**src/hw/vcd_pkg.sv**
```systemverilog
// Constants and types for the calibration DAC two-wire slave
// Notes on behaviour
// RQ1 - Read returns seven DAC bits then a zero bit.
// RQ2 - Master writes seven-bit code then a one; device loads the DAC.
// RQ3 - Write byte ending in zero is a program command; other bits ignored.
// RQ4 - No program and no acknowledge unless gate-on supply exceeds threshold.
// RQ5 - Code zero gives most sink current; all ones gives least; monotonic.
// RQ6 - Once addressed, device acknowledges every received byte; a refused program byte gets no acknowledge.
// RQ7 - Master gives one extra clock per byte for the acknowledge.
// RQ8 - Acknowledger holds data low through the acknowledge clock high phase.
// RQ9 - Master withholds acknowledge to end read; device releases data high.
// RQ10 - No acknowledge of anything while the program cycle runs.
// RQ11 - Master polls with start and address; acknowledge only when done.
// RQ12 - Master sends a write before any program command.
// RQ13 - Program ignored and not acknowledged unless setting changed since.
// RQ14 - Address byte is seven-bit code then direction bit, one is read.
// RQ15 - Each transfer is address byte plus one data byte, start to stop.
// RQ16 - Address acknowledged only on match and when not programming.
// RQ17 - Reset loads DAC from stored value and clears modified flag.
package vcd_pkg;
  localparam int DAC_W = 7;
  localparam int BYTE_W = 8;
  localparam logic [3:0] BIT_ACK = 4'h8;
  localparam logic RW_READ = 1'b1;
  localparam logic LAST_WRITE = 1'b1;
  localparam logic LAST_READ = 1'b0;
  localparam logic [6:0] DAC_FULL = 7'h7f;
  // Program cycle length; arbitrary neutral default
  localparam int PROG_TIME_US = 300;
  localparam int CLK_MHZ = 10;
  localparam int PROG_CYC = PROG_TIME_US * CLK_MHZ;
  typedef enum logic [2:0] {
    ST_IDLE, ST_ADDR, ST_ADDR_ACK, ST_WDATA, ST_WACK, ST_RDATA, ST_RACK,
    ST_WAIT
  } vcd_state_t;
  typedef struct packed {
    logic [6:0] code;
    logic [6:0] sink;
  } vcd_dac_t;
endpackage

```
**src/hw/vcd_i2c_slave.sv**
```systemverilog
// Two-wire slave for the calibration DAC setting with nonvolatile commit
`timescale 1ns/100ps
`default_nettype none
module vcd_i2c_slave #(
  parameter logic [6:0] DEV_ADDR = 7'h2a, // Arbitrary device code
  parameter int PROG_CYCLES = vcd_pkg::PROG_CYC
) (
  input wire logic clk_in,
  input wire logic rstn_in,
  input wire logic ce_in,
  input wire logic scl_in,
  input wire logic sda_in,
  output logic sda_out,
  output logic sda_oe_out,
  input wire logic gate_on_supply_ok_in,
  input wire logic [6:0] nv_stored_in,
  output var vcd_pkg::vcd_dac_t dac_out,
  output logic nv_write_out,
  output logic [6:0] nv_data_out,
  output logic prog_busy_out
);
  import vcd_pkg::*;

  // Refused at elaboration: a zero-length program cycle or a zero code
  if (PROG_CYCLES < 1 || DEV_ADDR == 7'h00) begin : g_bad_param
    $error("vcd_i2c_slave: bad parameters");
  end

  logic [2:0] scl_s;
  logic [2:0] sda_s;
  logic scl;
  logic sda;
  logic scl_rise;
  logic scl_fall;
  logic start_c;
  logic stop_c;
  vcd_state_t state;
  logic [3:0] bitcnt;
  logic [7:0] shreg;
  logic [6:0] dac;
  logic modified;
  logic loaded;
  logic busy;
  logic [31:0] prog_cnt;
  logic sup_s1;
  logic sup_ok;
  logic drive_low;
  logic [7:0] rd_byte;

  // Synchronisers; stage 0 feeds only stage 1
  always_ff @(posedge clk_in or negedge rstn_in) begin
    if (!rstn_in) begin
      scl_s <= 3'h7;
      sda_s <= 3'h7;
      sup_s1 <= 1'b0;
      sup_ok <= 1'b0;
    end else if (ce_in) begin
      scl_s <= {scl_s[1:0], scl_in};
      sda_s <= {sda_s[1:0], sda_in};
      sup_s1 <= gate_on_supply_ok_in;
      sup_ok <= sup_s1;
    end
  end

  assign scl = scl_s[1];
  assign sda = sda_s[1];
  assign scl_rise = scl && !scl_s[2];
  assign scl_fall = !scl && scl_s[2];
  assign start_c = scl && scl_s[2] && !sda && sda_s[2];
  assign stop_c = scl && scl_s[2] && sda && !sda_s[2];
  assign rd_byte = {dac, LAST_READ}; // RQ1

  // Bus sequencer; data changes on SCL fall, sampled on rise
  always_ff @(posedge clk_in or negedge rstn_in) begin
    if (!rstn_in) begin
      state <= ST_IDLE;
      bitcnt <= 4'h0;
      shreg <= 8'h00;
      drive_low <= 1'b0;
    end else if (ce_in) begin
      if (stop_c) begin
        state <= ST_IDLE; // RQ15
        drive_low <= 1'b0;
      end else if (start_c) begin
        state <= ST_ADDR;
        bitcnt <= 4'h0;
        drive_low <= 1'b0;
      end else if (scl_rise) begin
        case (state)
          ST_ADDR, ST_WDATA: begin
            shreg <= {shreg[6:0], sda};
            bitcnt <= bitcnt + 4'h1;
          end
          ST_RACK: begin
            // RQ9 master nack ends read; either way release
            state <= ST_WAIT;
          end
          default: begin
          end
        endcase
      end else if (scl_fall) begin
        case (state)
          ST_ADDR: begin
            if (bitcnt == BIT_ACK) begin
              if (shreg[7:1] == DEV_ADDR && !busy) begin // RQ16 RQ10 RQ11
                state <= ST_ADDR_ACK;
                drive_low <= 1'b1; // RQ6 RQ8
              end else begin
                state <= ST_WAIT; // RQ14
              end
            end
          end
          ST_ADDR_ACK: begin
            bitcnt <= 4'h0;
            if (shreg[0] == RW_READ) begin // RQ14
              state <= ST_RDATA;
              shreg <= {rd_byte[6:0], 1'b0};
              drive_low <= !rd_byte[7]; // RQ1
            end else begin
              state <= ST_WDATA;
              drive_low <= 1'b0;
            end
          end
          ST_WDATA: begin
            if (bitcnt == BIT_ACK) begin
              state <= ST_WACK;
              // RQ3 RQ4 RQ13 program acknowledged only when allowed
              drive_low <= (shreg[0] == LAST_WRITE) ||
                           (sup_ok && modified);
            end
          end
          ST_WACK: begin
            state <= ST_WAIT; // RQ15
            drive_low <= 1'b0;
          end
          ST_RDATA: begin
            bitcnt <= bitcnt + 4'h1;
            if (bitcnt == 4'h7) begin
              state <= ST_RACK;
              drive_low <= 1'b0; // RQ9
            end else begin
              drive_low <= !shreg[7];
              shreg <= {shreg[6:0], 1'b0};
            end
          end
          default: begin
            drive_low <= 1'b0;
          end
        endcase
      end
    end
  end

  // Open-drain data pin: only ever pulls low
  always_ff @(posedge clk_in or negedge rstn_in) begin
    if (!rstn_in) begin
      sda_out <= 1'b0;
      sda_oe_out <= 1'b0;
    end else if (ce_in) begin
      sda_out <= 1'b0;
      sda_oe_out <= drive_low; // RQ8
    end
  end

  // DAC setting, modified flag and program cycle
  logic wbyte_done;
  assign wbyte_done = ce_in && scl_fall && state == ST_WDATA &&
                      bitcnt == BIT_ACK;

  always_ff @(posedge clk_in or negedge rstn_in) begin
    if (!rstn_in) begin
      dac <= 7'h00;
      loaded <= 1'b0;
      modified <= 1'b0;
      busy <= 1'b0;
      prog_cnt <= 32'h0;
      nv_write_out <= 1'b0;
      nv_data_out <= 7'h00;
    end else if (ce_in) begin
      nv_write_out <= 1'b0;
      if (!loaded) begin
        dac <= nv_stored_in; // RQ17
        loaded <= 1'b1;
        modified <= 1'b0;
      end else if (wbyte_done && shreg[0] == LAST_WRITE) begin
        dac <= shreg[7:1]; // RQ2
        modified <= 1'b1; // RQ13
      end else if (wbyte_done && sup_ok && modified) begin // RQ4 RQ13
        busy <= 1'b1; // RQ3 other bits ignored
        modified <= 1'b0;
        nv_write_out <= 1'b1;
        nv_data_out <= dac;
        prog_cnt <= 32'(PROG_CYCLES - 1);
      end else if (busy) begin
        if (prog_cnt == 32'h0) begin
          busy <= 1'b0; // RQ11
        end else begin
          prog_cnt <= prog_cnt - 32'h1;
        end
      end
    end
  end

  always_ff @(posedge clk_in or negedge rstn_in) begin
    if (!rstn_in) begin
      dac_out <= '0;
      prog_busy_out <= 1'b0;
    end else if (ce_in) begin
      dac_out.code <= dac;
      dac_out.sink <= DAC_FULL - dac; // RQ5
      prog_busy_out <= busy;
    end
  end
endmodule
`default_nettype wire

```
**config.mk**
```make
export PLATFORM = sky130hd
export DESIGN_NAME = vcd_i2c_slave
export DESIGN_NICKNAME = d
export VERILOG_FILES = /design/src/hw/vcd_pkg.sv /design/src/hw/vcd_i2c_slave.sv
export SDC_FILE = /design/constraint.sdc
export NUM_CORES = 1
export LEC_CHECK = 0
export CORE_MARGIN = 2
export CORE_UTILIZATION = 60
export DETAILED_ROUTE_END_ITERATION = 12
export DONT_BUFFER_PORTS = 1
export MAX_ROUTING_LAYER = met4
export PLACE_DENSITY = 0.85
export SKIP_CTS_REPAIR_TIMING = 1
export SLEW_MARGIN = 20
export SYNTH_ARGS = -nofsm -noshare
export SYNTH_HDL_FRONTEND = slang
export SYNTH_SLANG_ARGS = --single-unit
```
**constraint.sdc**
```tcl
create_clock -name clk_in -period 4.1 [get_ports clk_in]
set_clock_uncertainty 0.2 [all_clocks]
set_input_delay 0.41 -clock clk_in [delete_from_list [all_inputs] [get_ports clk_in]]
set_output_delay 0.41 -clock clk_in [all_outputs]
set_load 0.03 [all_outputs]
```
==> results of run 1 <==
## how the worst min path moves through the flow
stage | slack [ns] | cells past startpoint | end | startpoint
floorplan | -0.09 | 0 | bitcnt[0]$_DFFE_PN0P_ | rstn_in
global placement | -0.08 | 0 | prog_cnt[17]$_DFFE_PN0P_ | rstn_in
detailed placement | -0.08 | 0 | prog_cnt[17]$_DFFE_PN0P_ | rstn_in
CTS | -0.49 | 0 | dac_out[8]$_DFFE_PN0P_ | rstn_in
global route | 0.04 | 2 | dac[0]$_DFFE_PN0P_ | nv_stored_in[0]
finish | 0.04 | 2 | dac[6]$_DFFE_PN0P_ | nv_stored_in[6]
## final cells by class
| class | instances | area share |
|---|---|---|
| multi-input combinational | 332 | 0.450 |
| tap | 102 | 0.0253 |
| sequential | 90 | 0.448 |
| clock inverter | 7 | 0.0156 |
| clock buffer | 9 | 0.0245 |
| timing repair buffer | 9 | 0.0223 |
| inverter | 20 | 0.0149 |
## routing by layer
metal	up-vias	wire length, um	GRT usage
li1	1714	-	-
met1	1822	4180	0.320
met2	93	4810	0.389
met3	19	486	0.0521
met4	0	221	0.101
met5	-	0	-
## where the power goes
part | switching [mW] | internal (mW)
clock | 0.365 | 0.242
sequential | 0.148 | 0.978
combinational | 0.197 | 0.193
## cells in the final DEF (no fill, tap or decap), types with 6 or more instances in the layout
master / n
o21ai_1: 6
nand4_1: 6
or3_1: 20
a21oi_1: 29
nor3_1: 11
clkbuf_8: 9
o31ai_1: 13
mux2_2: 29
or4_1: 13
ha_1: 6
nand2_1: 45
dfstp_2: 6
o21ai_0: 29
dfrtp_1: 84
mux2i_1: 15
nand2b_1: 6
inv_1: 20
nor2_1: 17
nand3_1: 12
## flip-flops by register name, indices dropped and copies added, names as in the netlist, 3 cells and up
name         count
nv_data_out      7
dac              7
prog_cnt        32
shreg            8
scl_s            3
bitcnt           4
state            3
dac_out         14
sda_s            3
## kinds of logic (layout without fill, tap and decap cells)
logic type | count (synthesis) | count (layout)
and+or+nand+nor | 172 | 172
buffers and inverters | 43 | 45
xor gates and xnor gates | 1 | 1
DFF | 90 | 90
AOI/OAI and AO/OA | 108 | 108
other | 1 | 1
muxes | 44 | 44
adders and majority gates | 6 | 6
==> impl_metrics.env, run 1 <==
export IMPL_ant_nets=0
export IMPL_post_place_ws_ns=1.10
export IMPL_start_util=0.615
export IMPL_synth_top_area_cell="dfrtp_1"
export IMPL_core_area_sq_um=7650
export IMPL_cp_cell_sequence="inv_1, ha_1, and4b_1, a31oi_1, nand3_1, or4_1, a21oi_1"
export IMPL_root_buffer="clkbuf_8"
export IMPL_critical_path_top_delay_family="simple AND/OR/NAND/NOR gates"
export IMPL_synth_most_common_cell="dfrtp_1"
export IMPL_placed_cells=546
export IMPL_required_ns=4.19
export IMPL_synth_compound_area_frac=0.151
export IMPL_p_total_mw=2.12
export IMPL_timing_final_crit_share=0.745
export IMPL_fin_nets=481
export IMPL_worst_path_stages=7
export IMPL_final_design_area_no_fill_sq_um=5050
export IMPL_setup_slack_ns=1.04
export IMPL_die_y_um=92.5
export IMPL_max_vdd_ir_drop_mv=0.265
export IMPL_io_buffer_count=0
export IMPL_drt_iter0_markers=237
export IMPL_synth_cells=465
export IMPL_rrSetupSlack_ns=1.04
export IMPL_worstPathArrival_ns=3.15
export IMPL_period_minus_slack_ns=3.06
export IMPL_yosysSeqAreaShare=0.481
export IMPL_finalMaxSlewViolations=0
export IMPL_clock_latency_ns=0.37
export IMPL_dp_hpwl_mm=6.54
export IMPL_fillers=559
export IMPL_rows=32
export IMPL_grt_pass1_vias=3554
export IMPL_ys_flop_type="dfrtp_1"
export IMPL_worst_pin_slew_ns=1.03
export IMPL_grt_pass1_wl_mm=16.6
export IMPL_tns_ns=0
export IMPL_maxCapViolations=0
export IMPL_crit_slowest_cell="or4_1"
export IMPL_slew_headroom=0.312
export IMPL_setup_viol=0
export IMPL_die_area_sq_um=8560
export IMPL_synth_mux_area_frac=0.101
export IMPL_synthDistinctLibCells=63
export IMPL_synth_top_family_by_area="simple AND/OR/NAND/NOR gates"
export IMPL_cp_max_fo=11
export IMPL_critPathCapture="prog_cnt[28]$_DFFE_PN0P_"
export IMPL_fin_util=0.660
export IMPL_vias=3648
export IMPL_synth_common_cells="dfrtp_1 (84), nand2_1 (45), a21oi_1 (29), mux2_2 (29), o21ai_0 (29)"
export IMPL_synth_avg_cell_area_sq_um=10.1
export IMPL_multiInputGateArea_sq_um=2270
export IMPL_reg2reg_from="scl_s[1]$_DFFE_PN1P_"
export IMPL_powerDensity_nw_per_um2=421
export IMPL_hold_viol=0
export IMPL_chipWidth_um=92.5
export IMPL_gr_usage_all_layers=0.249
export IMPL_synth_xor_area_frac=0.00186
export IMPL_crit_start="scl_s[1]$_DFFE_PN1P_"
export IMPL_grt_start_max_net_pins=91
export IMPL_ys_top_cells_by_area="dfrtp_1 (45%), mux2_2 (6.9%), nand2_1 (3.6%)"
export IMPL_ys_warn_count=0
export IMPL_htree_levels=3
export IMPL_place_gp_congestion=0.847
export IMPL_power_leakage_nw=2.28
export IMPL_clk_pin_slew_ns=0.10
export IMPL_drc_errors=0
export IMPL_slowest_delay_ns=0.61
export IMPL_holdWs_ns=0.0407
export IMPL_antenna_cells=0
export IMPL_rsz0062_at_grt="false"
export IMPL_synth_edff_count=0
export IMPL_routedWlPerCell_um=17.0
export IMPL_r2r_end="prog_cnt[28]$_DFFE_PN0P_"
export IMPL_regArea_sq_um=2260
export IMPL_viasPerCell=6.41
export IMPL_cp_num_buf_inv=1
export IMPL_antenna_found_initial=0
export IMPL_synth_nets=484
export IMPL_grt_overflow_total=0
export IMPL_status="finished clean"
export IMPL_cts_made_buffers=9
export IMPL_dpl_instance_area_sq_um=4750
export IMPL_first_pass_iters=4
export IMPL_fmax_mhz=327
export IMPL_cts_tree="built"
export IMPL_async_reset_ff_frac=1.00
export IMPL_cp_start_kind="flop"
export IMPL_hold_path_class="input pin to flop"
export IMPL_final_cells=569
export IMPL_cts_sinks=90
export IMPL_cp_end_kind="flop"
export IMPL_synth_fa_ha_area_frac=0.0160
export IMPL_reg2reg_depth=7
export IMPL_synthesis_area_sq_um=4700
export IMPL_synthSimpleGateAreaFrac=0.212
export IMPL_routed_wl_mm=9.70
export IMPL_yosysTopAreaCellShare=0.447
export IMPL_drive_gt1_frac=0.152
export IMPL_synth_seq_cells=90
export IMPL_io_pins=38
export IMPL_area_growth_pct=7.32
export IMPL_clk_path_buf_depth=2
export IMPL_worstSetupPathType="flop to flop"
No activity file was read; power rests on OpenSTA's default activity.
==> run 2, diff against run 1 <==
--- a/config.mk
+++ b/config.mk
@@ -5,6 +5,7 @@
 export SDC_FILE = /design/constraint.sdc
 export NUM_CORES = 1
 export LEC_CHECK = 0
+export ABC_AREA = 1
 export CORE_MARGIN = 2
 export CORE_UTILIZATION = 60
 export DETAILED_ROUTE_END_ITERATION = 12
==> constraint.sdc (replaced) <==
create_clock -name clk_in -period 3.2 [get_ports clk_in]
set_clock_uncertainty 0.2 [all_clocks]
set_input_delay 0.32 -clock clk_in [delete_from_list [all_inputs] [get_ports clk_in]]
set_output_delay 0.32 -clock clk_in [all_outputs]
set_load 0.03 [all_outputs]
==> run 2 against run 1 <==
  * Setup slack worse by 0.31 ns
  * Flip-flop and latch count stayed put
  * Wire length is 23% higher
  * Final area is 7.7% higher
  * Register-to-register slack worse by 0.31 ns
  * Count of clock-buffer cells in the layout stayed put
  * Global-route usage is 4.2 points higher
  * Combinational power is 56% higher
  * Area after synthesis is 6.9% higher
  * Worst hold slack worse by 0.0083 ns
  * Die area is 6.6% higher
  * Core utilization is 0.47 points higher
  * Critical path type unchanged
==> impl_metrics.env, run 2 <==
export IMPL_tns_ns=0
export IMPL_vias=4629
export IMPL_max_vdd_ir_drop_mv=0.323
export IMPL_largest_register_ffs=32
export IMPL_die_area_sq_um=9130
export IMPL_worstSetupPathType="flop to flop"
export IMPL_synthesis_area_sq_um=5030
export IMPL_period_minus_slack_ns=2.46
export IMPL_synth_seq_cells=90
export IMPL_ant_nets=0
export IMPL_multiInputGateArea_sq_um=2450
export IMPL_fillers=690
export IMPL_hold_path_class="input pin to flop"
export IMPL_combPwrFrac=0.210
export IMPL_powerDensity_nw_per_um2=535
export IMPL_ys_flop_type="dfrtp_1"
export IMPL_gr_usage_all_layers=0.291
export IMPL_async_reset_ff_frac=1.00
export IMPL_core_area_sq_um=8180
export IMPL_synth_cells=703
export IMPL_hold_viol=0
export IMPL_start_util=0.615
export IMPL_rows=33
export IMPL_synth_edff_count=0
export IMPL_ys_warn_count=0
export IMPL_antenna_cells=0
export IMPL_antenna_found_initial=0
export IMPL_maxCapViolations=0
export IMPL_chipWidth_um=95.5
export IMPL_p_sw_mw=1.05
export IMPL_worstPathArrival_ns=2.59
export IMPL_synth_top_area_cell="dfrtp_1"
export IMPL_htree_levels=3
export IMPL_grt_start_max_net_pins=91
export IMPL_hold_depth=4
export IMPL_finalMaxSlewViolations=0
export IMPL_cts_tree="built"
export IMPL_regMostFlops="prog_cnt"
export IMPL_cp_end_kind="flop"
export IMPL_power_frac_clock=0.297
export IMPL_power_frac_seq=0.493
export IMPL_cp_cell_sequence="inv_1, ha_1, nand2_1, nor2_2, nand2_1, nor2_1, nand2_1, nand3_4, buf_4, nand2_1, nand2_1"
export IMPL_synth_nets=722
export IMPL_io_pins=38
export IMPL_area_growth_pct=8.09
export IMPL_drive_gt1_frac=0.0559
export IMPL_cts_made_buffers=9
export IMPL_status="finished clean"
export IMPL_final_cell_mix="nand2_1 (249), nor2_1 (98), dfrtp_1 (84)"
export IMPL_worst_path_stages=11
export IMPL_fmax_mhz=406
export IMPL_root_buffer="clkbuf_8"
export IMPL_slew_headroom=0.580
export IMPL_fin_nets=729
export IMPL_dp_hpwl_mm=8.37
export IMPL_yosysSeqAreaShare=0.450
export IMPL_die_y_um=95.5
export IMPL_io_buffer_count=0
export IMPL_clk_path_buf_depth=2
export IMPL_power_leakage_nw=3.00
export IMPL_first_pass_iters=5
export IMPL_p_total_mw=2.91
export IMPL_slowest_delay_ns=0.42
export IMPL_place_gp_congestion=0.962
export IMPL_cp_start_kind="flop"
export IMPL_ys_top_cells_by_area="dfrtp_1 (42%), nand2_1 (19%), nor2_1 (7.3%)"
export IMPL_synth_avg_cell_area_sq_um=7.15
export IMPL_cts_sinks=90
export IMPL_largestRegisters="prog_cnt (32), dac_out (14), shreg (8)"
export IMPL_layout_commonest_cell="nand2_1"
export IMPL_rsz0062_at_grt="false"
export IMPL_grt_overflow_total=0
export IMPL_regArea_sq_um=2260
export IMPL_setup_viol=0
export IMPL_drc_errors=0
export IMPL_crit_slowest_cell="dfrtp_1"
export IMPL_p_sw_frac=0.363
export IMPL_drt_iter0_markers=258
export IMPL_routedWlPerCell_um=14.6
export IMPL_synth_most_common_cell="nand2_1"
export IMPL_routed_wl_mm=12.0
export IMPL_cp_num_buf_inv=2
export IMPL_required_ns=3.33
export IMPL_critical_path_top_delay_family="simple AND/OR/NAND/NOR gates"
export IMPL_viasPerCell=5.65
export IMPL_worst_pin_slew_ns=0.630
export IMPL_synth_common_cells="nand2_1 (249), nor2_1 (98), dfrtp_1 (84), inv_1 (52), o21ai_0 (52)"
export IMPL_p_int_mw=1.85
export IMPL_cpMostUsedCell="nand2_1"
export IMPL_grt_pass1_wl_mm=20.3
export IMPL_grt_pass1_vias=4416
export IMPL_clk_pin_slew_ns=0.11
export IMPL_yosysTopAreaCellShare=0.418
export IMPL_cp_max_fo=32
export IMPL_reg2reg_depth=11
export IMPL_synthDistinctLibCells=34
export IMPL_clock_latency_ns=0.38
export IMPL_timing_final_crit_share=0.770
==> run 2: stage by stage <==
stage	hold WS, ns	setup WS, ns	cell area, sq um	utilization	cells
final	0.0324	0.736	5430	0.665	820
after floorplan	-0.176	1.24	5030	-	703
after detailed placement	-0.174	0.742	5070	0.620	791
after global routing	0.0397	0.438	5430	0.665	820
after global placement	-0.174	0.843	5070	0.620	791
after CTS	-0.590	0.729	5290	0.646	807
==> run 2: final cells by class <==
class / instances / share of cell area
clock buffers: 9 / 0.0228
clock inverters: 7 / 0.0173
well taps: 105 / 0.0242
multi-input cells: 539 / 0.451
flip-flops and latches: 90 / 0.416
inverters: 54 / 0.0373
repair buffers: 16 / 0.0313
==> run 2: worst reg2reg max path, delay by kind of cell (launching register included) <==
kind / cells / cell delay [ns]
flops: 1 / 0.42
fa+ha+maj: 1 / 0.23
simple gates: 8 / 1.15
buf+inv: 2 / 0.41
==> run 2: path summary, 6_finish.rpt <==
path | startpoint | endpoint | slack [ns]
min in group asynchronous | rstn_in | prog_cnt[3]$_DFFE_PN0P_ | 0.30
setup / recovery | prog_cnt[0]$_DFFE_PN0P_ | prog_cnt[5]$_DFFE_PN0P_ | 0.74
max in group asynchronous | rstn_in | sda_s[1]$_DFFE_PN1P_ | 2.12
hold / removal | ce_in | drive_low$_DFFE_PN0P_ | 0.03
hold reg to reg | sda_s[0]$_DFFE_PN1P_ | sda_s[0]$_DFFE_PN1P_ | 0.27
setup reg to reg | prog_cnt[0]$_DFFE_PN0P_ | prog_cnt[5]$_DFFE_PN0P_ | 0.74
==> run 2: cell families after synthesis <==
family | after synthesis | synth area share
compound gates | 102 | 0.111
xor+xnor | 7 | 0.0122
fa+ha+maj | 6 | 0.0149
buf+inv | 74 | 0.0627
flops | 90 | 0.450
other cells | 1 | 0.000746
simple gates | 423 | 0.349
==> run 2: routing by layer <==
layer | up-vias | global-route usage | wire (um)
li1 | 2266 | - | -
met1 | 2187 | 0.356 | 5040
met2 | 144 | 0.476 | 5980
met3 | 32 | 0.0474 | 600
met4 | 0 | 0.129 | 344
met5 | - | - | 0
==> run 2: power groups by stage <==
stage	sequential (mW)	clock (mW)	combinational, mW
2_1_floorplan	1.41	0	0.458
3_3_place_gp	1.44	0	0.536
3_5_place_dp	1.45	0	0.560
4_1_cts	1.43	0.870	0.564
5_1_grt	1.45	0.907	0.706
6_report	1.43	0.864	0.609
==> run 3, diff against run 2 <==
--- a/config.mk
+++ b/config.mk
@@ -7,7 +7,7 @@
 export LEC_CHECK = 0
 export ABC_AREA = 1
 export CORE_MARGIN = 2
-export CORE_UTILIZATION = 60
+export CORE_UTILIZATION = 58
 export DETAILED_ROUTE_END_ITERATION = 12
 export DONT_BUFFER_PORTS = 1
 export MAX_ROUTING_LAYER = met4
==> constraint.sdc (replaced) <==
create_clock -name clk_in -period 2 [get_ports clk_in]
set_clock_uncertainty 0.2 [all_clocks]
set_input_delay 0.2 -clock clk_in [delete_from_list [all_inputs] [get_ports clk_in]]
set_output_delay 0.2 -clock clk_in [all_outputs]
set_load 0.03 [all_outputs]
==> run 3 against run 2 <==
  * The run now ends with hold timing, setup timing left
  * Wire length increased by 13%
  * Non-clock buffer count increased by 39
  * First-iteration DRC count increased by 15%
  * Count of clock-buffer cells in the layout unchanged
  * Setup slack got worse by 0.78 ns
  * Core utilization increased by 6.7 points
  * Sequential power increased by 62%
  * Critical path depth decreased by 2
  * Sequential share of layout area decreased by 4.3 points
  * Critical endpoint is now prog_cnt[9]$_DFFE_PN0P_
  * Highest routed layer unchanged
==> impl_metrics.env, run 3 (synthesized netlist as in run 2, its figures left out) <==
export IMPL_status="finished, violations left"
export IMPL_violations="hold timing, setup timing"
export IMPL_regArea_sq_um=2260
export IMPL_power_leakage_nw=3.26
export IMPL_p_total_mw=4.76
export IMPL_clock_latency_ns=0.39
export IMPL_core_area_sq_um=8300
export IMPL_largest_register_ffs=32
export IMPL_setup_slack_ns=-0.0425
export IMPL_drt_iter0_markers=297
export IMPL_root_buffer="clkbuf_8"
export IMPL_power_frac_seq=0.485
export IMPL_final_cell_mix="nand2_1 (227), nor2_1 (85), dfrtp_1 (83)"
export IMPL_io_buffer_count=0
export IMPL_reg2reg_depth=9
export IMPL_layout_commonest_cell="nand2_1"
export IMPL_required_ns=2.08
export IMPL_die_y_um=97.1
export IMPL_grt_overflow_total=0
export IMPL_drive_gt1_frac=0.191
export IMPL_combPwrFrac=0.242
export IMPL_viasPerCell=5.66
export IMPL_dp_hpwl_mm=8.97
export IMPL_p_int_mw=2.97
export IMPL_crit_start="scl_s[2]$_DFFE_PN1P_"
export IMPL_vias=4868
export IMPL_routedWlPerCell_um=15.7
export IMPL_rrSetupSlack_ns=-0.04
export IMPL_fmax_mhz=490
export IMPL_first_pass_iters=5
export IMPL_clk_path_buf_depth=2
export IMPL_area_growth_pct=20.7
export IMPL_worstSetupPathType="flop to flop"
export IMPL_timing_final_crit_share=1.02
export IMPL_hold_path_class="input pin to asynchronous set/reset pin"
export IMPL_worstPathArrival_ns=2.12
export IMPL_setup_viol=23
export IMPL_rows=33
export IMPL_cp_start_kind="flop"
export IMPL_gr_usage_all_layers=0.280
export IMPL_chipWidth_um=97.1
export IMPL_cp_cell_sequence="ha_4, nand2_4, nor2_4, nand4_4, nand2_4, nand3_4, clkbuf_16, nand2_1, nand2_1"
export IMPL_die_area_sq_um=9430
export IMPL_largestRegisters="prog_cnt (32), dac_out (14), shreg (8)"
export IMPL_power_frac_clock=0.273
export IMPL_grt_start_max_net_pins=91
export IMPL_fillers=604
export IMPL_slew_headroom=0.610
export IMPL_io_pins=38
export IMPL_routed_wl_mm=13.5
export IMPL_rsz0062_at_grt="true"
export IMPL_max_vdd_ir_drop_mv=0.540
export IMPL_fin_nets=769
export IMPL_p_sw_mw=1.79
export IMPL_holdWs_ns=-0.708
export IMPL_p_sw_frac=0.376
export IMPL_htree_levels=3
export IMPL_r2r_end="prog_cnt[9]$_DFFE_PN0P_"
export IMPL_cp_end_kind="flop"
export IMPL_ant_nets=0
export IMPL_hold_viol=90
export IMPL_cts_tree="built"
export IMPL_cts_made_buffers=9
export IMPL_cts_sinks=90
export IMPL_final_design_area_no_fill_sq_um=6070
export IMPL_maxCapViolations=0
export IMPL_regMostFlops="prog_cnt"
export IMPL_reg2reg_from="scl_s[2]$_DFFE_PN1P_"
export IMPL_powerDensity_nw_per_um2=784
export IMPL_multiInputGateArea_sq_um=2710
export IMPL_fin_util=0.731
export IMPL_start_util=0.606
export IMPL_worst_pin_slew_ns=0.585
export IMPL_crit_slowest_cell="dfstp_2"
export IMPL_period_minus_slack_ns=2.04
export IMPL_dpl_instance_area_sq_um=5320
export IMPL_grt_pass1_wl_mm=20.9
export IMPL_critPathCapture="prog_cnt[9]$_DFFE_PN0P_"
export IMPL_finalMaxSlewViolations=0
export IMPL_cp_max_fo=14
export IMPL_slowest_delay_ns=0.59
export IMPL_antenna_cells=0
export IMPL_place_gp_congestion=0.998
export IMPL_antenna_found_initial=0
export IMPL_tns_ns=-0.462
export IMPL_grt_pass1_vias=4496
export IMPL_drc_errors=0
export IMPL_clk_pin_slew_ns=0.11
-- run 3: cell types whose count changed in the layout (fill, tap and decap cells not counted), moves of 10 or more --
cell | previous run | this run
buf_4 | 3 | 33
nand2_1 | 249 | 227
nand2_2 | 0 | 14
nor2_1 | 98 | 85
nor2_2 | 1 | 11
o21ai_0 | 52 | 42
-- run 3: worst min path at each step --
stage / from / endpoint / slack (ns) / cells after the start
2_1_floorplan: rstn_in / bitcnt[0]$_DFFE_PN0P_ / -0.30 / 0
3_3_place_gp: rstn_in / prog_cnt[3]$_DFFE_PN0P_ / -0.29 / 0
3_5_place_dp: rstn_in / prog_cnt[3]$_DFFE_PN0P_ / -0.29 / 0
4_1_cts: rstn_in / prog_cnt[3]$_DFFE_PN0P_ / -0.71 / 0
5_1_grt: rstn_in / prog_cnt[18]$_DFFE_PN0P_ / -0.73 / 0
6_report: rstn_in / prog_cnt[3]$_DFFE_PN0P_ / -0.71 / 0
-- run 3: power groups by stage --
stage          clock [mW]  sequential (mW)  combinational, mW
6_report             1.30             2.31               1.15
5_1_grt              1.38             2.33               1.32
2_1_floorplan           0             2.26              0.733
3_3_place_gp            0             2.31              0.950
3_5_place_dp            0             2.32              0.993
4_1_cts              1.30             2.29              0.998
-- run 3: area by class of cell --
type,count,share of cell area
clock inverter,7,0.0134
tap,105,0.0216
timing repair buffer,55,0.0909
sequential,90,0.373
clock buffer,9,0.0204
multi-input combinational,540,0.446
inverter,54,0.0353
-- run 3: metrics by stage --
| step | setup slack (ns) | std cells |
|---|---|---|
| 2_1_floorplan | 0.0350 | 703 |
| 3_3_place_gp | -0.0261 | 820 |
| 3_5_place_dp | -0.104 | 820 |
| 4_1_cts | -0.131 | 836 |
| 5_1_grt | -0.111 | 860 |
| 6_report | -0.0425 | 860 |
-- run 3: routing by layer --
layer / share of wire / global-route usage / up-vias
li1: - / - / 2356
met1: 0.41 / 0.347 / 2306
met2: 0.51 / 0.460 / 169
met3: 0.047 / 0.0360 / 37
met4: 0.029 / 0.131 / 0
met5: 0 / - / -
-- run 3: worst max-delay path: cells and delay by family, from the launching register on --
kind          cells  cell delay [ns]
flops             1             0.59
buf+inv           1             0.24
fa+ha+maj         1             0.15
simple gates      7             0.75
